<file path="config.mk">
export PLATFORM = sky130hd
export DESIGN_NAME = afr_regmap
export DESIGN_NICKNAME = d
export VERILOG_FILES = /design/src/verilog/afr_pkg.sv /design/src/verilog/afr_mem_if.sv /design/src/verilog/afr_regmap.sv /design/src/verilog/afr_word_store.sv
export VERILOG_INCLUDE_DIRS = /design/src /design/src/verilog
export SDC_FILE = /design/constraint.sdc
export NUM_CORES = 1
export LEC_CHECK = 0
export ABC_AREA = 1
export BUFFER_PORTS_ARGS = -buffer_cell sky130_fd_sc_hd__buf_2
export CAP_MARGIN = 20
export CORE_UTILIZATION = 59
export CTS_BUF_LIST = sky130_fd_sc_hd__clkbuf_4 sky130_fd_sc_hd__clkbuf_8
export CTS_CLUSTER_SIZE = 12
export DETAILED_ROUTE_END_ITERATION = 10
export GPL_TIMING_DRIVEN = 0
export PLACE_DENSITY_LB_ADDON = 0.08
export SETUP_SLACK_MARGIN = 0.02
export SKIP_CTS_REPAIR_TIMING = 1
export SLEW_MARGIN = 10
export SYNTH_ARGS = -nofsm -noshare
export SYNTH_HDL_FRONTEND = slang
export SYNTH_HIERARCHICAL = 1
export SYNTH_SLANG_ARGS = --single-unit
</file>
<file path="constraint.sdc">
create_clock -name clk_i -period 3.2 [get_ports clk_i]
set_input_delay 0.64 -clock clk_i [delete_from_list [all_inputs] [get_ports clk_i]]
set_output_delay 0.64 -clock clk_i [all_outputs]
set_load 0.1 [all_outputs]
</file>
<file path="src/verilog/afr_defs.svh">
// Constants of the front-end register map: widths, addresses, field positions and reset values.
// Assumes it is included by bare name from every file that needs these figures.
`ifndef AFR_DEFS_SVH
`define AFR_DEFS_SVH

// Host port widths, word store slot width and slot count.
`define AFR_AW             7
`define AFR_DW             16
`define AFR_SW             5
`define AFR_SLOTS          32

// Published register addresses.
`define AFR_A_NO_OP        7'h00
`define AFR_A_CH2_MH       7'h01
`define AFR_A_CH2_ML       7'h02
`define AFR_A_CH2_GAIN     7'h03
`define AFR_A_CH2_FUNC     7'h06
`define AFR_A_CH0_MH       7'h0d
`define AFR_A_CH0_ML       7'h0e
`define AFR_A_CH0_GAIN     7'h0f
`define AFR_A_CH0_FUNC     7'h12
`define AFR_A_CH1_MH       7'h13
`define AFR_A_CH1_ML       7'h14
`define AFR_A_CH1_GAINCMP  7'h15
`define AFR_A_CH1_CMPMODE  7'h17
`define AFR_A_CH1_FUNC     7'h18
`define AFR_A_CH2_DATA     7'h19
`define AFR_A_CH0_DATA     7'h1b
`define AFR_A_CH1_DATA     7'h1c
`define AFR_A_CONV_SETUP   7'h1d
`define AFR_A_CONV_RESULT  7'h1e
`define AFR_A_SH_SETUP     7'h1f
`define AFR_A_SH_TRIG      7'h20
`define AFR_A_SH_OUT_TRIG  7'h21
`define AFR_A_STATUS       7'h22
`define AFR_A_COMPARATOR_STATUS   7'h23
`define AFR_A_PIN_SETUP    7'h24
`define AFR_A_DEV_SETUP    7'h25
`define AFR_A_PORT_SETUP   7'h26
`define AFR_A_SCR_PTR      7'h2b
`define AFR_A_SCR_WORD     7'h2c
`define AFR_A_ALL_CODE     7'h50

// Margin-high code field: 10-bit code at bits 15..6, 8-bit code at bits 15..8.
`define AFR_MH_MSB         15
`define AFR_MH_LSB         6
`define AFR_MH_W           10
`define AFR_MH8_PAD        2
`define AFR_MH_LOW_W       6

// Reset and fixed read values.
`define AFR_MH_RST         10'h000
`define AFR_NO_OP_VAL      16'h0000
`define AFR_WORD_RST       16'h0000
`define AFR_ZERO_WORD      16'h0000

`endif

</file>
<file path="src/verilog/afr_pkg.sv">
// Types shared by the front-end register map design.
// Assumes afr_defs.svh supplies the widths.
`default_nettype none
`include "afr_defs.svh"

package afr_pkg;

	typedef logic [`AFR_AW-1:0] afr_addr_t;
	typedef logic [`AFR_DW-1:0] afr_word_t;
	typedef logic [`AFR_SW-1:0] afr_slot_t;
	typedef logic [`AFR_MH_W-1:0] afr_code_t;

	// Where a read answer is taken from.
	typedef enum logic [3:0] {
		AFR_SRC_ZERO = 4'b0001,
		AFR_SRC_CH0  = 4'b0010,
		AFR_SRC_CH1  = 4'b0100,
		AFR_SRC_MEM  = 4'b1000
	} afr_src_t;

	// Result of decoding one host address.
	typedef struct packed {
		logic      mapped;
		logic      writable;
		logic      in_mem;
		afr_slot_t slot;
	} afr_dec_t;

endpackage : afr_pkg

`default_nettype wire

</file>
<file path="src/verilog/afr_mem_if.sv">
// Carrier between the register map control and its word store.
// Assumes both ends run on the same clock.
`timescale 1ns/1ps
`default_nettype none
`include "afr_defs.svh"

interface afr_mem_if;
	logic                wr_en;
	logic                rd_en;
	logic [`AFR_SW-1:0]  slot;
	logic [`AFR_DW-1:0]  wdata;
	logic [`AFR_DW-1:0]  rdata;

	modport ctrl (output wr_en, output rd_en, output slot, output wdata, input rdata);
	modport store (input wr_en, input rd_en, input slot, input wdata, output rdata);
endinterface : afr_mem_if

`default_nettype wire

</file>
<file path="src/verilog/afr_regmap.sv">
// Register map of a three-channel analogue front end as seen from its serial host port.
// Assumes the serial front end delivers decoded one-cycle read and write requests on clk_i,
// and that the resolution strap is a slow pin from outside the clock domain.
`timescale 1ns/1ps
`default_nettype none
`include "afr_defs.svh"

// How it works
// Address zero reads sixteen zero bits, is read-only, and triggers nothing.
// Channel 0 margin-high code sits at 0Dh, read-write, resets to zero.
// Channel 1 margin-high code sits at 13h, read-write, resets to zero.
// Each margin-high register drives only its own channel's margin-high level.
// Codes are unsigned straight binary with the code MSB at bit 15.
// Ten-bit variant: code in bits 15..6; lower bits ignored on write.
// Eight-bit variant: code in bits 15..8; lower bits are don't-care.
// Writing address zero changes nothing; it still reads back zero.
module afr_regmap (
	// Clock and reset
	input  wire logic                  clk_i,
	input  wire logic                  reset_i,
	// Host register port
	input  wire logic                  host_wr_i,
	input  wire logic                  host_rd_i,
	input  wire afr_pkg::afr_addr_t    host_addr_i,
	input  wire afr_pkg::afr_word_t    host_wdata_i,
	output logic                       host_rvalid_o,
	output afr_pkg::afr_word_t         host_rdata_o,
	output logic                       host_miss_o,
	// Resolution strap, high selects the eight-bit variant
	input  wire logic                  code_8bit_i,
	output logic                       code_8bit_o,
	// Channel margin-high levels
	output afr_pkg::afr_code_t         ch0_margin_high_o,
	output afr_pkg::afr_code_t         ch1_margin_high_o,
	output logic                       ch0_margin_high_upd_o,
	output logic                       ch1_margin_high_upd_o
);
	import afr_pkg::*;

	// Address decode shared by the read and write paths.
	function automatic afr_dec_t afr_decode(input afr_addr_t a);
		afr_dec_t d;
		d = '{mapped: 1'b1, writable: 1'b1, in_mem: 1'b1, slot: 5'h00};
		case (a)
			`AFR_A_NO_OP:       d = '{1'b1, 1'b0, 1'b0, 5'h00};
			`AFR_A_CH0_MH:      d = '{1'b1, 1'b1, 1'b0, 5'h00};
			`AFR_A_CH1_MH:      d = '{1'b1, 1'b1, 1'b0, 5'h00};
			`AFR_A_CH2_MH:      d.slot = 5'h00;
			`AFR_A_CH2_ML:      d.slot = 5'h01;
			`AFR_A_CH2_GAIN:    d.slot = 5'h02;
			`AFR_A_CH2_FUNC:    d.slot = 5'h03;
			`AFR_A_CH0_ML:      d.slot = 5'h04;
			`AFR_A_CH0_GAIN:    d.slot = 5'h05;
			`AFR_A_CH0_FUNC:    d.slot = 5'h06;
			`AFR_A_CH1_ML:      d.slot = 5'h07;
			`AFR_A_CH1_GAINCMP: d.slot = 5'h08;
			`AFR_A_CH1_CMPMODE: d.slot = 5'h09;
			`AFR_A_CH1_FUNC:    d.slot = 5'h0a;
			`AFR_A_CH2_DATA:    d.slot = 5'h0b;
			`AFR_A_CH0_DATA:    d.slot = 5'h0c;
			`AFR_A_CH1_DATA:    d.slot = 5'h0d;
			`AFR_A_CONV_SETUP:  d.slot = 5'h0e;
			`AFR_A_SH_SETUP:    d.slot = 5'h0f;
			`AFR_A_SH_TRIG:     d.slot = 5'h10;
			`AFR_A_SH_OUT_TRIG: d.slot = 5'h11;
			`AFR_A_PIN_SETUP:   d.slot = 5'h12;
			`AFR_A_DEV_SETUP:   d.slot = 5'h13;
			`AFR_A_PORT_SETUP:  d.slot = 5'h14;
			`AFR_A_SCR_PTR:     d.slot = 5'h15;
			`AFR_A_SCR_WORD:    d.slot = 5'h16;
			`AFR_A_ALL_CODE:    d.slot = 5'h17;
			// Read-only status words have no source inside this block and read as zero.
			`AFR_A_CONV_RESULT: d = '{1'b1, 1'b0, 1'b0, 5'h00};
			`AFR_A_STATUS:      d = '{1'b1, 1'b0, 1'b0, 5'h00};
			`AFR_A_COMPARATOR_STATUS:  d = '{1'b1, 1'b0, 1'b0, 5'h00};
			default:            d = '{1'b0, 1'b0, 1'b0, 5'h00};
		endcase
		return d;
	endfunction : afr_decode

	// Takes a host word apart into a margin-high code for the active variant.
	function automatic afr_code_t afr_pick_code(input afr_word_t w, input logic narrow);
		afr_code_t c;
		c = w[`AFR_MH_MSB:`AFR_MH_LSB];
		if (narrow) begin
			c[`AFR_MH8_PAD-1:0] = '0;
		end
		return c;
	endfunction : afr_pick_code

	// Strap synchroniser and its filtered level.
	logic      strap_s1_q;
	logic      strap_s2_q;
	logic      strap_s3_q;
	logic      narrow_q;

	// Register state.
	afr_code_t ch0_mh_q;
	afr_code_t ch1_mh_q;
	logic      ch0_upd_q;
	logic      ch1_upd_q;

	// Read pipeline.
	logic      rd_p1_q;
	logic      miss_p1_q;
	afr_src_t  src_p1_q;
	logic      rvalid_q;
	logic      miss_q;
	afr_word_t rdata_q;
	afr_word_t rdata_d;

	// Decode of the present request.
	afr_dec_t  dec;
	logic      wr_go;
	logic      rd_go;
	logic      wr_ch0;
	logic      wr_ch1;
	logic      wr_mem;
	afr_src_t  src_d;
	afr_code_t new_code;

	afr_mem_if mem_bus ();

	afr_word_store u_store (
		.clk_i   (clk_i),
		.reset_i (reset_i),
		.mem     (mem_bus.store)
	);

	assign dec      = afr_decode(host_addr_i);
	// A write and a read in the same cycle: the write is taken and the read is dropped.
	assign wr_go    = host_wr_i;
	assign rd_go    = host_rd_i & ~host_wr_i;
	assign new_code = afr_pick_code(host_wdata_i, narrow_q);
	assign wr_ch0   = wr_go & (host_addr_i == `AFR_A_CH0_MH);
	assign wr_ch1   = wr_go & (host_addr_i == `AFR_A_CH1_MH);
	// Address zero and the read-only words are not writable, so nothing moves. R01 R08
	assign wr_mem   = wr_go & dec.mapped & dec.writable & dec.in_mem;

	assign src_d = (!dec.mapped || !(dec.writable || dec.in_mem)) ? AFR_SRC_ZERO :
		(host_addr_i == `AFR_A_CH0_MH) ? AFR_SRC_CH0 :
		(host_addr_i == `AFR_A_CH1_MH) ? AFR_SRC_CH1 : AFR_SRC_MEM;

	assign mem_bus.wr_en = wr_mem;
	assign mem_bus.rd_en = rd_go & dec.in_mem;
	assign mem_bus.slot  = dec.slot;
	assign mem_bus.wdata = host_wdata_i;

	// The strap is sampled through three stages; the level moves only when stages two and three agree.
	always_ff @(posedge clk_i) begin
		if (reset_i) begin
			strap_s1_q <= 1'b0;
			strap_s2_q <= 1'b0;
			strap_s3_q <= 1'b0;
		end else begin
			strap_s1_q <= code_8bit_i;
			strap_s2_q <= strap_s1_q;
			strap_s3_q <= strap_s2_q;
		end
	end

	always_ff @(posedge clk_i) begin
		if (reset_i) begin
			narrow_q <= 1'b0;
		end else if (strap_s2_q == strap_s3_q) begin
			narrow_q <= strap_s3_q;
		end
	end

	// Margin-high code registers, one each for channels 0 and 1.
	always_ff @(posedge clk_i) begin
		if (reset_i) begin
			ch0_mh_q <= `AFR_MH_RST;
		end else if (wr_ch0) begin
			ch0_mh_q <= new_code;
		end
	end

	always_ff @(posedge clk_i) begin
		if (reset_i) begin
			ch1_mh_q <= `AFR_MH_RST;
		end else if (wr_ch1) begin
			ch1_mh_q <= new_code;
		end
	end

	// One-cycle notice to the channel that its margin-high level was rewritten.
	always_ff @(posedge clk_i) begin
		if (reset_i) begin
			ch0_upd_q <= 1'b0;
			ch1_upd_q <= 1'b0;
		end else begin
			ch0_upd_q <= wr_ch0;
			ch1_upd_q <= wr_ch1;
		end
	end

	// First read stage: remember where the answer comes from while the store reads.
	always_ff @(posedge clk_i) begin
		if (reset_i) begin
			rd_p1_q   <= 1'b0;
			miss_p1_q <= 1'b0;
			src_p1_q  <= AFR_SRC_ZERO;
		end else begin
			rd_p1_q   <= rd_go;
			miss_p1_q <= (rd_go | wr_go) & ~dec.mapped;
			src_p1_q  <= src_d;
		end
	end

	// Reads of a margin-high word return the code left aligned with zeros below it. R05
	always_comb begin
		case (src_p1_q)
			AFR_SRC_ZERO: rdata_d = `AFR_NO_OP_VAL;
			AFR_SRC_CH0:  rdata_d = {ch0_mh_q, {`AFR_MH_LOW_W{1'b0}}};
			AFR_SRC_CH1:  rdata_d = {ch1_mh_q, {`AFR_MH_LOW_W{1'b0}}};
			AFR_SRC_MEM:  rdata_d = mem_bus.rdata;
			default:      rdata_d = `AFR_ZERO_WORD;
		endcase
	end

	// Second read stage: the answer and its valid leave from flip-flops.
	always_ff @(posedge clk_i) begin
		if (reset_i) begin
			rvalid_q <= 1'b0;
			miss_q   <= 1'b0;
			rdata_q  <= `AFR_ZERO_WORD;
		end else begin
			rvalid_q <= rd_p1_q;
			miss_q   <= miss_p1_q;
			if (rd_p1_q) begin
				rdata_q <= rdata_d;
			end
		end
	end

	assign host_rvalid_o         = rvalid_q;
	assign host_rdata_o          = rdata_q;
	assign host_miss_o           = miss_q;
	assign code_8bit_o           = narrow_q;
	assign ch0_margin_high_o     = ch0_mh_q;
	assign ch1_margin_high_o     = ch1_mh_q;
	assign ch0_margin_high_upd_o = ch0_upd_q;
	assign ch1_margin_high_upd_o = ch1_upd_q;

endmodule : afr_regmap

`default_nettype wire

</file>
<file path="src/verilog/afr_word_store.sv">
// Small word memory holding the read-write registers that have no logic behind them here.
// Assumes the control side presents a valid slot; read data appear one edge after rd_en.
`timescale 1ns/1ps
`default_nettype none
`include "afr_defs.svh"

module afr_word_store (
	// Clock and reset
	input  wire logic  clk_i,
	input  wire logic  reset_i,
	// Access port
	afr_mem_if.store   mem
);
	import afr_pkg::*;

	afr_word_t words_q [0:`AFR_SLOTS-1];
	afr_word_t rdata_q;

	assign mem.rdata = rdata_q;

	always_ff @(posedge clk_i) begin
		if (reset_i) begin
			for (int i = 0; i < `AFR_SLOTS; i++) begin
				words_q[i] <= `AFR_WORD_RST;
			end
		end else if (mem.wr_en) begin
			words_q[mem.slot] <= mem.wdata;
		end
	end

	always_ff @(posedge clk_i) begin
		if (reset_i) begin
			rdata_q <= `AFR_WORD_RST;
		end else if (mem.rd_en) begin
			rdata_q <= words_q[mem.slot];
		end
	end

endmodule : afr_word_store

`default_nettype wire
</file>
==> metrics.txt <==
crit path max fanout 10; Switch Pwr 4.42 mW; pin count of the biggest net entering global routing 17; cell family with most CP delay buffers and inverters; Post-Syn Instances 3059; P_int 12.3 mW; Port Buf Inserts 67; Yosys cell types 33; final period utilization 0.970; Max VDD drop 0.000429 V; Longest Clk Path Bufs 3; Critical Path Start host_addr_i[3]; Top Usage Layer GRT met2; row count 77; Routed WL 89.2 mm; area delta synth->final 13.4%; CP max stage cell buf_2; Clock Power Share 0.381; reg2reg path depth 10; CTS tree yes; kind of critical path input port to flip-flop; drt drc 0; Final ANT Viol Nets 0; syn_area_per_cell 8.76 um2; fin. max-slew vios 36; Setup crit end u_store/mem.rdata[3]$_SDFFE_PP0P_; clock-pin slew on the worst setup and hold paths 60 ps; Worst Hold Class input port to flip-flop; DRT Pass-1 Iters 8; Worst Path Required 3830 ps; 1st-iter DRT viols 3418; DP HPWL 60.9 mm; area of the mapped netlist 26800 um2; CORE AREA 44500 um2; Routed WL per cell 22.7 um; vias per cell 5.71; Power Density 550 nW/um2; Power Total 16.7 mW; cell taking the most area after synthesis edfxtp_1; LEAKAGE 13.4 nW; Slew HR -0.153; sequential area share after synthesis 0.623; Worst R2R End u_store/mem.rdata[10]$_SDFFE_PP0P_; first-pass GRT wire length 129 mm; RSZ-0062 raised after global routing true; status finished, violations left; met1 Use GR 0.539; initial antenna violation count 1; register bit count reported by yosys 578; die height 215 um; critical path, cell by cell buf_2, inv_2, nand2_1, nor2_2, a21oi_1, nand4_1, buf_2, inv_2, clkbuf_2, buf_2, nand2_1, nand2_1, nand2_1, nand2_1, nand2_1, nand2_1, nor2_1, nand3_1, nand2_1, inv_1; clk sinks 578; routability congestion estimate 0.993; violated checks capacitance limit, slew limit; type of destination of the critical path flip-flop; FMAX 322 MHz; Ys Warns 6; worst reg-to-reg setup slack 1520 ps; most frequent cells in the layout nand2_1 (1342), nor2_1 (579), edfxtp_1 (512), clkbuf_1 (116), clkbuf_8 (103); Clk Latency, worst-skew pair 700 ps; Initial Util 0.602; commonest non-fill, non-tap cell in the layout nand2_1; number of global-route vias before repair 20606; worst setup margin 96.2 ps; Final setup viols 0; vias 22430; slew of the pin with the lowest slew margin 1730 ps; Syn Nets 3087; Die X-Extent 215 um; Final Hold Violating Endpoints 0; WP buf/inv 7; DP Worst Slack -1480 ps; sequential power share 0.518; Worst Skew 21.1 ps; post-layout min period 3100 ps; diode count 0; sw frac 0.264; Global Route Usage Sum 0.385; share of cells above drive strength 1 0.132; Die Area 46300 um2; crit path launch type input port; CTS Buf Count 95; combinational share of power 0.101; H-tree depth 3; CP Depth 20; worst r2r src u_store/words_q[15][10]$_SDFFCE_PN0P_; Final TNS setup 0 ps; CP most frequent cell nand2_1; CP arrival 3740 ps; largest cells by area after synthesis edfxtp_1 (57%), nand2_1 (19%), nor2_1 (8.1%); Worst Hold Slack 175 ps; nets 3284; Remaining Overflow, GRT 0; CTS root buf clkbuf_8; met3 usage 0.113; MaxCap Viol Count 3; CP max stage delay 530 ps; I/O pin count 69; met2 GRT Util 0.567; Yosys top cell area share 0.574
[state kept, by name (all words and copies together), names as in the netlist, 4 cells and up]
signal,count
u_store/words_q,512
host_rdata_o,16
u_store/mem.rdata,16
ch0_margin_high_o,10
ch1_margin_high_o,10
src_p1_q,4
[cell usage after synthesis]
cell	number
nand2_1	1371
nor2_1	581
edfxtp_1	512
clkbuf_1	133
inv_1	92
dfxtp_1	66
nand3_1	59
a21oi_1	41
nor2_2	36
buf_2	31
o21ai_0	26
buf_6	19
nand2_4	19
buf_1	13
nor3_1	11
inv_2	10
o221ai_1	8
nand2_2	5
nand4_1	3
nor2_4	3
nor3_4	3
o211ai_1	3
o21ai_2	3
nand3_2	2
a211oi_1	1
a21oi_2	1
a31oi_1	1
buf_4	1
clkinv_2	1
nand3b_1	1
nor2_8	1
o21ai_1	1
o22ai_1	1
[cell families (layout without fill, tap and decap cells)]
logic type,count (synthesis),count (layout),share of synthesized area
AND/OR/NAND/NOR,2095,2098,0.310
AO/OA/AOI/OAI,86,86,0.0182
buffers and inverters,300,575,0.0490
flip-flops,578,578,0.623
[layer usage]
layer / up-vias / share of wire
met2: 1523 / 0.43
met3: 217 / 0.15
met4: 0 / 0.043
li1: 10107 / -
met1: 10583 / 0.38
met5: - / 0
[tightest hold or removal path: cells and delay by family]
kind	cells	cell delay (ps)
AND/OR/NAND/NOR	1	70
buffers and inverters	2	100
[metrics by stage]
stage,utilization,cell area [um2],cells
finish,0.683,30400,3929
global route,0.683,30400,3929
CTS,0.670,29800,3900
detailed placement,0.628,27900,3722
global placement,0.626,27900,3718
floorplan,-,26800,3059
[cell type report]
class                   count  area (um2)
clock buffers             138        1680
fillers                  3627       14100
plain buffers             197         953
clock inverters            40         190
multi-input cells        2184        8940
inverters                 103         388
well taps                 592         741
repair buffers             97         797
flip-flops and latches    578       16700
[power groups by stage]
| stage | registers [mW] | logic (mW) | clock network [mW] |
|---|---|---|---|
| 2_1_floorplan | 8.81 | 0.877 | 0 |
| 3_5_place_dp | 8.82 | 1.53 | 0 |
| 3_3_place_gp | 8.80 | 1.51 | 0 |
| 6_report | 8.66 | 1.68 | 6.38 |
| 5_1_grt | 8.69 | 1.78 | 6.73 |
| 4_1_cts | 8.66 | 1.54 | 6.43 |
[worst min path at each step]
stage / start / endpoint / slack [ps] / depth (start not counted)
after floorplan: miss_p1_q$_SDFF_PP0_ / host_miss_o$_SDFF_PP0_ / 390 / 2
after global placement: miss_p1_q$_SDFF_PP0_ / host_miss_o$_SDFF_PP0_ / 400 / 2
after detailed placement: miss_p1_q$_SDFF_PP0_ / host_miss_o$_SDFF_PP0_ / 400 / 2
after CTS: code_8bit_i / strap_s1_q$_SDFF_PP0_ / 130 / 3
after global routing: code_8bit_i / strap_s1_q$_SDFF_PP0_ / 170 / 3
final: code_8bit_i / strap_s1_q$_SDFF_PP0_ / 170 / 3
No activity file was read; power rests on OpenSTA's default activity.
